File: config.mk
export PLATFORM = sky130hd
export DESIGN_NAME = chan_ctrl_flat
export DESIGN_NICKNAME = d
export VERILOG_FILES = /design/src/rtl/chan_pkg.sv /design/src/rtl/chan_link_if.sv /design/src/rtl/chan_ctrl.sv /design/src/flat_wrapper.sv
export VERILOG_INCLUDE_DIRS = /design/src /design/src/rtl
export SDC_FILE = /design/constraint.sdc
export NUM_CORES = 1
export LEC_CHECK = 0
export BUFFER_PORTS_ARGS = -buffer_cell sky130_fd_sc_hd__buf_2
export CORE_ASPECT_RATIO = 0.5
export CORE_MARGIN = 1
export CORE_UTILIZATION = 55
export CTS_CLUSTER_DIAMETER = 60
export DETAILED_ROUTE_END_ITERATION = 12
export GPL_TIMING_DRIVEN = 0
export PLACE_DENSITY_LB_ADDON = 0.12
export REMOVE_ABC_BUFFERS = 1
export SYNTH_ARGS = -nofsm -noshare
export SYNTH_HDL_FRONTEND = slang
export SYNTH_SLANG_ARGS = --single-unit
File: constraint.sdc
create_clock -name CLK -period 4.84 [get_ports CLK]
set_clock_uncertainty 0.15 [all_clocks]
set_input_delay 0.968 -clock CLK [delete_from_list [all_inputs] [get_ports CLK]]
set_output_delay 0.968 -clock CLK [all_outputs]
set_load 0.02 [all_outputs]
File: src/rtl/chan_cfg.svh
// constants for the multicycle block channel and its peripheral ends
// assumes one 200 MHz clock shared by both ends of the link
`ifndef CHAN_CFG_SVH
`define CHAN_CFG_SVH

`define WORD_W          18
`define CODE_W          15
`define VPI_LEVELS      8
`define CHAIN_MAX       8
`define CLK_MHZ         200
`define IOP_CYCLE_NS    1000
`define IOP_CYCLE_CLK   ((`IOP_CYCLE_NS * `CLK_MHZ) / 1000)
`define SETTLE_CNT_W    8
`define WORD_ZERO       18'h00000
`define WORD_ONE        18'h00001
`define CODE_ZERO       15'h0000

`endif

File: src/rtl/chan_pkg.sv
// types shared by the channel controller and the peripheral end
// assumes chan_cfg.svh is on the include path
`include "chan_cfg.svh"

package chan_pkg;

  typedef logic [`WORD_W-1:0] word_type;
  typedef logic [`CODE_W-1:0] code_type;

  // which class of i/o activity is being served, lowest first
  typedef enum logic [2:0] {
    SVC_MAIN,
    SVC_SHARED,
    SVC_VPI,
    SVC_RTC,
    SVC_CHAN
  } svc_class_type;

endpackage : chan_pkg

File: src/rtl/chan_link_if.sv
// link between the channel controller and the first peripheral of the chain
// assumes both ends run on the same clock; no clocking block here
interface chan_link_if;
  import chan_pkg::*;

  logic     req;        // block_channel request, chain wired-or
  logic     grant;      // one-cycle grant pulse
  logic     addr_valid; // one-cycle pulse with the word-count code
  code_type addr;       // fixed code: address of the word-count location
  logic     dir_out;    // 1: memory to peripheral
  word_type wdata;      // peripheral to memory word, held while busy
  word_type rdata;      // memory to peripheral word
  logic     strobe;     // one-cycle pulse: rdata valid into buffer
  logic     done;       // one-cycle pulse: transfer finished
  logic     overflow;   // one-cycle pulse with done: count rolled over

  modport ctrl (
    input  req, addr_valid, addr, dir_out, wdata,
    output grant, rdata, strobe, done, overflow
  );

  modport periph (
    output req, addr_valid, addr, dir_out, wdata,
    input  grant, rdata, strobe, done, overflow
  );

endinterface : chan_link_if

File: src/rtl/chan_ctrl.sv
// multicycle block channel controller inside the i/o processor
// assumes a memory port that takes a request when MEM_REQ and MEM_ACK
// are both high, and peripherals joined through chan_link_if
//
// Notes on behaviour
// - ranks channel, clock, vectored, shared, main
// - simultaneous requests: channel served first
// - channel waits for current activity to end
// - one channel, eight chained mixed controllers
// - channel memory use locks out the cpu
// - software puts count below address in memory
// - count is minus words, address minus one
// - program enables controller before it requests
// - input request only with buffer full
// - pending channel request answered with grant
// - after grant controller drives word-count code
// - code stored, memory cycle, code to latch
// - cycle one: count read, incremented, rewritten
// - cycle two: code plus one, address incremented
// - cycle three: new address selects data word
// - input: memory handshake again, word written
// - output: a full i/o cycle of settling before strobe
// - count rollover tells peripheral to stop
// - count zero raises block-end interrupt
// - 18-bit words in either direction
// - input and output rates set by cycle count
`include "chan_cfg.svh"
module chan_ctrl (
  input  wire logic                  CLK,
  input  wire logic                  SYS_RST,
  input  wire logic                  CE,
  chan_link_if.ctrl                  LINK,
  input  wire logic                  RTC_REQ,
  input  wire logic [`VPI_LEVELS-1:0] VPI_REQ,
  input  wire logic                  SHARED_INT_REQ,
  input  wire logic                  OTHER_BUSY,
  input  wire logic                  CPU_MEM_REQ,
  output logic                       CPU_MEM_GRANT,
  output chan_pkg::svc_class_type    SERVICE_CLASS,
  output logic [2:0]                 VPI_LEVEL,
  output logic                       CHAN_BUSY,
  output logic                       MEM_REQ,
  output logic                       MEM_WE,
  output chan_pkg::word_type         MEM_ADDR,
  output chan_pkg::word_type         MEM_WDATA,
  input  wire chan_pkg::word_type    MEM_RDATA,
  input  wire logic                  MEM_ACK,
  output logic                       BLOCK_END_IRQ
);
  import chan_pkg::*;

  typedef enum logic [3:0] {
    IDLE,
    ADDR_WAIT,
    WC_RD,
    WC_WR,
    CA_RD,
    CA_WR,
    DATA_MEM,
    SETTLE,
    FINISH
  } ctrl_state_type;

  typedef struct packed {
    ctrl_state_type            st;
    code_type                  code;
    word_type                  memory_address_latch;
    logic                      dir_out;
    logic                      wc_carry;
    logic [`SETTLE_CNT_W-1:0]  settle;
    logic                      grant;
    word_type                  rdata;
    logic                      strobe;
    logic                      done;
    logic                      overflow;
    logic                      block_end;
    logic                      cpu_grant;
    logic                      busy;
    svc_class_type             svc;
    logic [2:0]                vpi_level;
    logic                      mem_req;
    logic                      mem_we;
    word_type                  mem_addr;
    word_type                  mem_wdata;
  } ctrl_regs_type;

  localparam logic [`SETTLE_CNT_W-1:0] SETTLE_LAST =
    `SETTLE_CNT_W'(`IOP_CYCLE_CLK - 1);

  ctrl_regs_type s_r;
  ctrl_regs_type s_nxt;

  logic                   mem_taken;
  logic [`WORD_W:0]       inc_sum;
  logic [`WORD_W-1:0]     code_word;

  assign mem_taken = s_r.mem_req && MEM_ACK;
  // one adder serves count and address increments; the code plus one has its own adder
  assign inc_sum   = {1'b0, MEM_RDATA} + {1'b0, `WORD_ONE};
  assign code_word = {{(`WORD_W-`CODE_W){1'b0}}, s_r.code};

  always_comb begin
    s_nxt           = s_r;
    s_nxt.grant     = 1'b0;
    s_nxt.strobe    = 1'b0;
    s_nxt.done      = 1'b0;
    s_nxt.overflow  = 1'b0;
    s_nxt.block_end = 1'b0;

    // priority among i/o classes, refreshed every cycle that CE is high
    s_nxt.vpi_level = 3'h0;
    for (int i = `VPI_LEVELS - 1; i >= 0; i--) begin
      if (VPI_REQ[i]) begin
        s_nxt.vpi_level = 3'(i);
      end
    end
    if (LINK.req || s_r.st != IDLE) begin
      s_nxt.svc = SVC_CHAN;
    end else if (RTC_REQ) begin
      s_nxt.svc = SVC_RTC;
    end else if (|VPI_REQ) begin
      s_nxt.svc = SVC_VPI;
    end else if (SHARED_INT_REQ) begin
      s_nxt.svc = SVC_SHARED;
    end else begin
      s_nxt.svc = SVC_MAIN;
    end

    // cpu only reaches memory while the channel neither runs nor asks
    s_nxt.cpu_grant = CPU_MEM_REQ && s_nxt.st == IDLE && !LINK.req;

    case (s_r.st)
      IDLE: begin
        // a running lower activity is never cut short
        if (LINK.req && !OTHER_BUSY) begin
          s_nxt.grant     = 1'b1;
          s_nxt.cpu_grant = 1'b0;
          s_nxt.st        = ADDR_WAIT;
        end
      end
      ADDR_WAIT: begin
        if (LINK.addr_valid) begin
          s_nxt.code                 = LINK.addr;
          s_nxt.dir_out              = LINK.dir_out;
          s_nxt.memory_address_latch =
            {{(`WORD_W-`CODE_W){1'b0}}, LINK.addr};
          s_nxt.mem_req              = 1'b1;
          s_nxt.mem_we               = 1'b0;
          s_nxt.mem_addr             =
            {{(`WORD_W-`CODE_W){1'b0}}, LINK.addr};
          s_nxt.st                   = WC_RD;
        end
      end
      WC_RD: begin
        if (mem_taken) begin
          s_nxt.wc_carry  = inc_sum[`WORD_W];
          s_nxt.mem_we    = 1'b1;
          s_nxt.mem_wdata = inc_sum[`WORD_W-1:0];
          s_nxt.st        = WC_WR;
        end
      end
      WC_WR: begin
        if (mem_taken) begin
          s_nxt.memory_address_latch = code_word + `WORD_ONE;
          s_nxt.mem_we               = 1'b0;
          s_nxt.mem_addr             = code_word + `WORD_ONE;
          s_nxt.st                   = CA_RD;
        end
      end
      CA_RD: begin
        if (mem_taken) begin
          s_nxt.memory_address_latch = inc_sum[`WORD_W-1:0];
          s_nxt.mem_we               = 1'b1;
          s_nxt.mem_wdata            = inc_sum[`WORD_W-1:0];
          s_nxt.st                   = CA_WR;
        end
      end
      CA_WR: begin
        if (mem_taken) begin
          s_nxt.mem_addr  = s_r.memory_address_latch;
          s_nxt.mem_we    = !s_r.dir_out;
          s_nxt.mem_wdata = LINK.wdata;
          s_nxt.st        = DATA_MEM;
        end
      end
      DATA_MEM: begin
        if (mem_taken) begin
          s_nxt.mem_req = 1'b0;
          s_nxt.mem_we  = 1'b0;
          if (s_r.dir_out) begin
            s_nxt.rdata  = MEM_RDATA;
            s_nxt.settle = SETTLE_LAST;
            s_nxt.st     = SETTLE;
          end else begin
            s_nxt.st = FINISH;
          end
        end
      end
      SETTLE: begin
        // bus and gates settle a full i/o cycle before the strobe
        if (s_r.settle == '0) begin
          s_nxt.strobe = 1'b1;
          s_nxt.st     = FINISH;
        end else begin
          s_nxt.settle = s_r.settle - `SETTLE_CNT_W'(1);
        end
      end
      FINISH: begin
        s_nxt.done      = 1'b1;
        s_nxt.overflow  = s_r.wc_carry;
        s_nxt.block_end = s_r.wc_carry;
        s_nxt.wc_carry  = 1'b0;
        s_nxt.st        = IDLE;
      end
      default: begin
        s_nxt.st      = IDLE;
        s_nxt.mem_req = 1'b0;
      end
    endcase
    // busy flag kept in a register so the pin comes straight off a flop
    s_nxt.busy = s_nxt.st != IDLE;
  end

  always_ff @(posedge CLK or posedge SYS_RST) begin
    if (SYS_RST) begin
      s_r <= '{
        st:                   IDLE,
        code:                 `CODE_ZERO,
        memory_address_latch: `WORD_ZERO,
        dir_out:              1'b0,
        wc_carry:             1'b0,
        settle:               '0,
        grant:                1'b0,
        rdata:                `WORD_ZERO,
        strobe:               1'b0,
        done:                 1'b0,
        overflow:             1'b0,
        block_end:            1'b0,
        cpu_grant:            1'b0,
        busy:                 1'b0,
        svc:                  SVC_MAIN,
        vpi_level:            3'h0,
        mem_req:              1'b0,
        mem_we:               1'b0,
        mem_addr:             `WORD_ZERO,
        mem_wdata:            `WORD_ZERO
      };
    end else if (CE) begin
      s_r <= s_nxt;
    end
  end

  assign LINK.grant    = s_r.grant;
  assign LINK.rdata    = s_r.rdata;
  assign LINK.strobe   = s_r.strobe;
  assign LINK.done     = s_r.done;
  assign LINK.overflow = s_r.overflow;
  assign CPU_MEM_GRANT = s_r.cpu_grant;
  assign SERVICE_CLASS = s_r.svc;
  assign VPI_LEVEL     = s_r.vpi_level;
  assign CHAN_BUSY     = s_r.busy;
  assign MEM_REQ       = s_r.mem_req;
  assign MEM_WE        = s_r.mem_we;
  assign MEM_ADDR      = s_r.mem_addr;
  assign MEM_WDATA     = s_r.mem_wdata;
  assign BLOCK_END_IRQ = s_r.block_end;

endmodule : chan_ctrl

File: src/flat_wrapper.sv
// flat-port wrapper written by rule: the top's interface ports become plain ports
module chan_ctrl_flat import chan_pkg::*;
  (CLK, SYS_RST, CE, RTC_REQ, VPI_REQ, SHARED_INT_REQ, OTHER_BUSY, CPU_MEM_REQ, CPU_MEM_GRANT, SERVICE_CLASS, VPI_LEVEL, CHAN_BUSY, MEM_REQ, MEM_WE, MEM_ADDR, MEM_WDATA, MEM_RDATA, MEM_ACK, BLOCK_END_IRQ, LINK_req, LINK_addr_valid, LINK_addr, LINK_dir_out, LINK_wdata, LINK_grant, LINK_rdata, LINK_strobe, LINK_done, LINK_overflow);
  chan_link_if LINK_i ();
  input  wire logic CLK;
  input  wire logic SYS_RST;
  input  wire logic CE;
  input  wire logic RTC_REQ;
  input  wire logic [`VPI_LEVELS-1:0] VPI_REQ;
  input  wire logic SHARED_INT_REQ;
  input  wire logic OTHER_BUSY;
  input  wire logic CPU_MEM_REQ;
  output logic CPU_MEM_GRANT;
  output chan_pkg::svc_class_type SERVICE_CLASS;
  output logic [2:0] VPI_LEVEL;
  output logic CHAN_BUSY;
  output logic MEM_REQ;
  output logic MEM_WE;
  output chan_pkg::word_type MEM_ADDR;
  output chan_pkg::word_type MEM_WDATA;
  input  wire chan_pkg::word_type MEM_RDATA;
  input  wire logic MEM_ACK;
  output logic BLOCK_END_IRQ;
  input wire logic [$bits(LINK_i.req)-1:0] LINK_req;
  input wire logic [$bits(LINK_i.addr_valid)-1:0] LINK_addr_valid;
  input wire logic [$bits(LINK_i.addr)-1:0] LINK_addr;
  input wire logic [$bits(LINK_i.dir_out)-1:0] LINK_dir_out;
  input wire logic [$bits(LINK_i.wdata)-1:0] LINK_wdata;
  output wire logic [$bits(LINK_i.grant)-1:0] LINK_grant;
  output wire logic [$bits(LINK_i.rdata)-1:0] LINK_rdata;
  output wire logic [$bits(LINK_i.strobe)-1:0] LINK_strobe;
  output wire logic [$bits(LINK_i.done)-1:0] LINK_done;
  output wire logic [$bits(LINK_i.overflow)-1:0] LINK_overflow;
  assign LINK_i.req = LINK_req;
  assign LINK_i.addr_valid = LINK_addr_valid;
  assign LINK_i.addr = LINK_addr;
  assign LINK_i.dir_out = LINK_dir_out;
  assign LINK_i.wdata = LINK_wdata;
  assign LINK_grant = LINK_i.grant;
  assign LINK_rdata = LINK_i.rdata;
  assign LINK_strobe = LINK_i.strobe;
  assign LINK_done = LINK_i.done;
  assign LINK_overflow = LINK_i.overflow;
  chan_ctrl u_core (.CLK(CLK), .SYS_RST(SYS_RST), .CE(CE), .LINK(LINK_i), .RTC_REQ(RTC_REQ), .VPI_REQ(VPI_REQ), .SHARED_INT_REQ(SHARED_INT_REQ), .OTHER_BUSY(OTHER_BUSY), .CPU_MEM_REQ(CPU_MEM_REQ), .CPU_MEM_GRANT(CPU_MEM_GRANT), .SERVICE_CLASS(SERVICE_CLASS), .VPI_LEVEL(VPI_LEVEL), .CHAN_BUSY(CHAN_BUSY), .MEM_REQ(MEM_REQ), .MEM_WE(MEM_WE), .MEM_ADDR(MEM_ADDR), .MEM_WDATA(MEM_WDATA), .MEM_RDATA(MEM_RDATA), .MEM_ACK(MEM_ACK), .BLOCK_END_IRQ(BLOCK_END_IRQ));
endmodule
* Yosys cells after proc, flatten, opt, wreduce, memory -nomap -nowiden
Index checks and enable logic that the tools add are counted. Widths: inputs -> output; s select.
Word-level totals: input port bits 70, bits in registers 116
Cells by class: reductions and logical operators 30, multiplexer cells 47, equal/unequal tests 17, bitwise gates (word level) 1, $add $sub $neg 3
Operators with widths (number):
- $pmux 18 s3 | 2
- $mux 38 | 1
- $mux 37 | 1
- $mux 18 | 2
- $mux 3 | 12
- $pmux 18 s2 | 1
- $mux 4 | 8
- $pmux 4 s8 | 1
- $mux 8 | 3
- $mux 20 | 1
- $add 18x1->19 const B | 1
- $mux 19 | 1
- $add 15x1->16 const B | 1
- $eq 4x3->1 const B | 4
- $pmux 8 s2 | 1
- $reduce_and 5->1 | 3
- $ne 2x1->1 const B | 7
- $reduce_and 4->1 | 3
- $mux 1 | 9
- $eq 4x2->1 const B | 2
- $logic_not 8->1 | 1
- $reduce_bool 4->1 | 2
- $reduce_or 8->1 | 1
- $sub 8x1->8 const B | 1
- 19 further kinds | 29

* Logic depth before layout (Yosys ltp)
depth after elaboration 8, mapped depth 8

* Least setup slack after synthesis
Ideal clock, no wire load.
kind in2reg, start input CE, end register u_core.s_r (netlist bit u_core.LINK.rdata[0]), data required time 4.565 ns, path slack 2.188 ns, library setup time 0.125 ns, arrival 2.377 ns, stages 7, cell sequence buf_2 nand2b_1 or3_1 buf_4 nor2_8 buf_6 mux2_2
Between the ends: longest elaborated chain between the ends 1
RTL lines:
- start, declared | RTL line flat_wrapper.sv:7 | input wire logic CE;
- $reduce_and 4->1 (no source line)
- end signal, assigned | RTL line chan_ctrl.sv:226 | s_r <= '{
- end signal, assigned | RTL line chan_ctrl.sv:249 | s_r <= s_nxt;
- end, declared | RTL line chan_ctrl.sv:90 | ctrl_regs_type s_r;
No other way between the ends. A chain may end at the register's enable or synchronous reset.

* Worst setup path after layout
start register u_core.s_r[113] in the netlist's numbering, end register u_core.s_r[87] in the netlist's numbering
Between the ends: longest elaborated chain between the ends 3, elaborated cells between the ends (all ways) 9
RTL lines:
- $eq 4x3->1 (tied with other cells) | RTL line chan_ctrl.sv:132 | case (s_r.st)
- $ne 2x1->1 (no source line) (tied with other cells)
- $reduce_and 5->1 (no source line)
Parallel ways exist; a longest one is shown, timed or not.

==> load_flow_metrics.sql <==
INSERT INTO impl_metrics (metric_group, metric, value, unit) VALUES
('outcome', 'run_status', 'finished, final reports clean', ''),
('logic_synthesis', 'synthesis.instances', '697', ''),
('run', 'max-cap-violations', '0', ''),
('logic_synthesis', 'synth_seq_cells', '115', ''),
('clock_network', 'htree_levels', '4', ''),
('sta', 'rsz_0062_raised_after_global_routing', 'false', ''),
('logic_synthesis', 'post_synth_num_cell_types', '64', ''),
('route', 'drt_pre_antenna_iters', '5', ''),
('worst_hold_path', 'min_path_type', 'flop to flop', ''),
('critical_path', 'crit_required', '4.92', 'ns'),
('route', 'drt_wl_total', '16.22', 'mm'),
('logic_synthesis', 'synth_flop_cell', 'sky130_fd_sc_hd__dfrtp_1', ''),
('clock_network', 'post_cts_setup_repair_bufs', '0', ''),
('route', 'antenna_left', '0', ''),
('logic_synthesis', 'ys_seq_area_share', '43.44', '%'),
('grt', 'antenna_found_initial', '0', ''),
('logic_synthesis', 'share_of_yosys_cell_area_claimed_by_the_top_area_cell_type', '43.44', '%'),
('critical_path', 'max_stage_delay', '1.09', 'ns'),
('critical_path', 'timing.reg2reg.worst_path_depth', '4', ''),
('floorplan', 'starting_utilization_of_the_core_area', '58.37', '%'),
('floorplan', 'boundaryPins', '139', ''),
('floorplan', 'die-width', '157.2', 'microns'),
('logic_synthesis', 'ys_async_sr_fraction', '100.0', '%'),
('clock_network', 'numCtsBuffers', '17', ''),
('clock_network', 'holdBufCountCts', '0', ''),
('grt', 'grt_first_pass_wirelength', '25.81', 'mm'),
('cells_and_area', 'antenna_cells_inserted', '0', ''),
('grt', 'maximum_number_of_pins_on_one_net_before_global_route_repair', '71', ''),
('grt', 'grt_overflow_total', '0', ''),
('cells_and_area', 'area_of_the_multi_input_gates', '3045', 'sq um'),
('power', 'powerDensity', '612.1', 'nW/um^2'),
('cells_and_area', 'fillers', '946', ''),
('grt', 'grt_usage', '27.08', '%'),
('critical_path', 'r2r-start', 'u_core.s_r[113]', ''),
('clock_network', 'tritoncts', 'done', ''),
('critical_path', 'critical_path_buf_inv_count', '0', ''),
('critical_path', 'critical-path-slowest-cell', 'sky130_fd_sc_hd__dfrtp_1', ''),
('logic_synthesis', 'count_of_warnings_emitted_by_yosys', '0', ''),
('sta', 'hold_violations', '0', ''),
('route', 'drt_iter0_drc', '472', ''),
('clock_network', 'clockBufferDepth', '2', ''),
('critical_path', 'critPathLaunch', 'u_core.s_r[113]', ''),
('floorplan', 'design.core.area', '11350', 'sq um'),
('logic_synthesis', 'total_standard_cell_area_after_synthesis', '6625', 'sq um'),
('route', 'routed-via-count', '5444', ''),
('floorplan', 'floorplan.rows', '27', ''),
('logic_synthesis', 'post-synth-top-area-cell', 'sky130_fd_sc_hd__dfrtp_1', ''),
('clock_network', 'cts.sink_count', '115', ''),
('cells_and_area', 'flow.area_growth_from_synthesis', '14.60', '%'),
('critical_path', 'critPathLaunchType', 'flop', ''),
('sta', 'slew_violations', '0', ''),
('critical_path', 'crit_end', 'u_core.s_r[87]', ''),
('cells_and_area', 'seq_area', '2878', 'sq um'),
('power', 'ir_drop', '0.2610', 'mV'),
('route', 'drc', '0', ''),
('critical_path', 'crit_fanout', '32', ''),
('critical_path', 'worst-path-stages', '4', ''),
('placement', 'postPlaceCellArea', '6954', 'sq um'),
('logic_synthesis', 'synth_area_per_cell', '9.505', 'sq um'),
('power', 'power_leakage', '3.485', 'nW'),
('critical_path', 'critical_path.endpoint_type', 'flop', ''),
('logic_synthesis', 'number_of_enable_type_register_cells_in_the_synthesized_netlist', '0', ''),
('route', 'vias_per_cell', '5.835', ''),
('placement', 'io_buffer_count', '138', ''),
('power', 'total_power', '4.647', 'mW'),
('cells_and_area', 'finish.net_count', '834', ''),
('cells_and_area', 'mostFrequentLayoutCell', 'sky130_fd_sc_hd__buf_2', ''),
('clock_network', 'root_buffer', 'sky130_fd_sc_hd__clkbuf_16', ''),
('route', 'wl_per_cell', '17.39', 'microns'),
('critical_path', 'timing.critical_path.max_delay_family', 'simple AND/OR/NAND/NOR gates', ''),
('critical_path', 'crit_type', 'flop to flop', '');
[area by class of cell]
type / count / area share, %
Tap cell: 159 / 2.620
Timing Repair Buffer: 142 / 9.855
Clock inverter: 9 / 1.978
Sequential cell: 115 / 37.90
Inverter: 21 / 1.104
Clock buffer: 23 / 6.427
Multi-Input combinational cell: 464 / 40.11
[worst min-delay path, cell delays in order (launching register included)]
cell and delay (ns):
sky130_fd_sc_hd__dfrtp_1 0.33, sky130_fd_sc_hd__nand2_1 0.05, sky130_fd_sc_hd__o21ai_0 0.06
[registers in the layout, summed over array words and instances (netlist names)]
signal                cells
u_core.LINK.grant         1
u_core.CHAN_BUSY          1
u_core.MEM_ADDR          18
u_core.CPU_MEM_GRANT      1
u_core.LINK.rdata        18
u_core.LINK.strobe        1
u_core.SERVICE_CLASS      3
u_core.BLOCK_END_IRQ      1
u_core.MEM_WDATA         18
u_core.MEM_WE             1
u_core.LINK.done          1
u_core.MEM_REQ            1
u_core.s_r               32
u_core.code_word         15
u_core.VPI_LEVEL          3
[synthesized netlist by cell type (all sizes together), types with 2 or more instances]
| master | instances |
|---|---|
| a31oi | 9 |
| nor3 | 14 |
| buf | 83 |
| ha | 3 |
| nand3 | 12 |
| or3b | 3 |
| clkbuf | 14 |
| o21a | 2 |
| mux2 | 36 |
| a22oi | 4 |
| nor2b | 5 |
| a22o | 12 |
| o211ai | 3 |
| nor2 | 54 |
| nor3b | 3 |
| nand4 | 14 |
| a221oi | 19 |
| o221ai | 3 |
| nand2 | 64 |
| o31ai | 8 |
| nand3b | 3 |
| a211o | 2 |
| a21oi | 35 |
| a211oi | 3 |
| or3 | 8 |
| o31a | 3 |
| mux2i | 16 |
| a21o | 2 |
| inv | 21 |
| xor2 | 16 |
| dfrtp | 115 |
| and3 | 3 |
| nand2b | 12 |
| o21ai | 45 |
| o22ai | 10 |
| nor4 | 10 |
| and2 | 2 |
| xnor2 | 6 |
| or4 | 5 |
[layer usage]
| metal | GRT usage (%) | vias up | routed length (microns) |
|---|---|---|---|
| met4 | 8.932 | 0 | 261 |
| li1 | - | 2601 | - |
| met3 | 6.460 | 23 | 1050 |
| met2 | 41.15 | 202 | 7171 |
| met1 | 38.01 | 2618 | 7738 |
| met5 | 0 | - | 0 |
[power by group]
part           internal [mW]  switching (mW)
Clock                  0.914           0.445
Combinational          0.643           0.929
Sequential              1.36           0.355
[stage by stage]
stage | std cells | hold slack [ns] | setup TNS (ns)
2_1_floorplan | 600 | 0.3168 | 0
3_3_place_gp | 897 | 0.3056 | -91.29
3_5_place_dp | 901 | 0.3148 | 0
4_1_cts | 933 | 0.3269 | 0
5_1_grt | 933 | 0.3444 | 0
6_report | 933 | 0.3238 | 0
[kinds of logic (layout without fill, tap and decap cells)]
kind of cell	Yosys count	after routing	synth area share (%)
AO/OA/AOI/OAI	171	171	17.21
XOR/XNOR	22	22	2.908
adder cells (fa/ha/maj)	3	3	0.5666
buffers and inverters	118	195	10.76
flip-flops	115	115	43.44
multiplexers	52	52	8.536
AND/OR/NAND/NOR	216	216	16.58
[worst min path at each step]
stage                           to  depth (start not counted)                start
2_1_floorplan       u_core.s_r[75]                          1       u_core.s_r[75]
3_3_place_gp   u_core.MEM_ADDR[16]                          2  u_core.MEM_ADDR[16]
3_5_place_dp    u_core.MEM_ADDR[1]                          2   u_core.MEM_ADDR[1]
4_1_cts         u_core.MEM_ADDR[8]                          2   u_core.MEM_ADDR[8]
5_1_grt         u_core.MEM_ADDR[8]                          2   u_core.MEM_ADDR[8]
6_report        u_core.MEM_ADDR[1]                          2   u_core.MEM_ADDR[1]
Note: power is estimated with default switching activity, not from simulation.
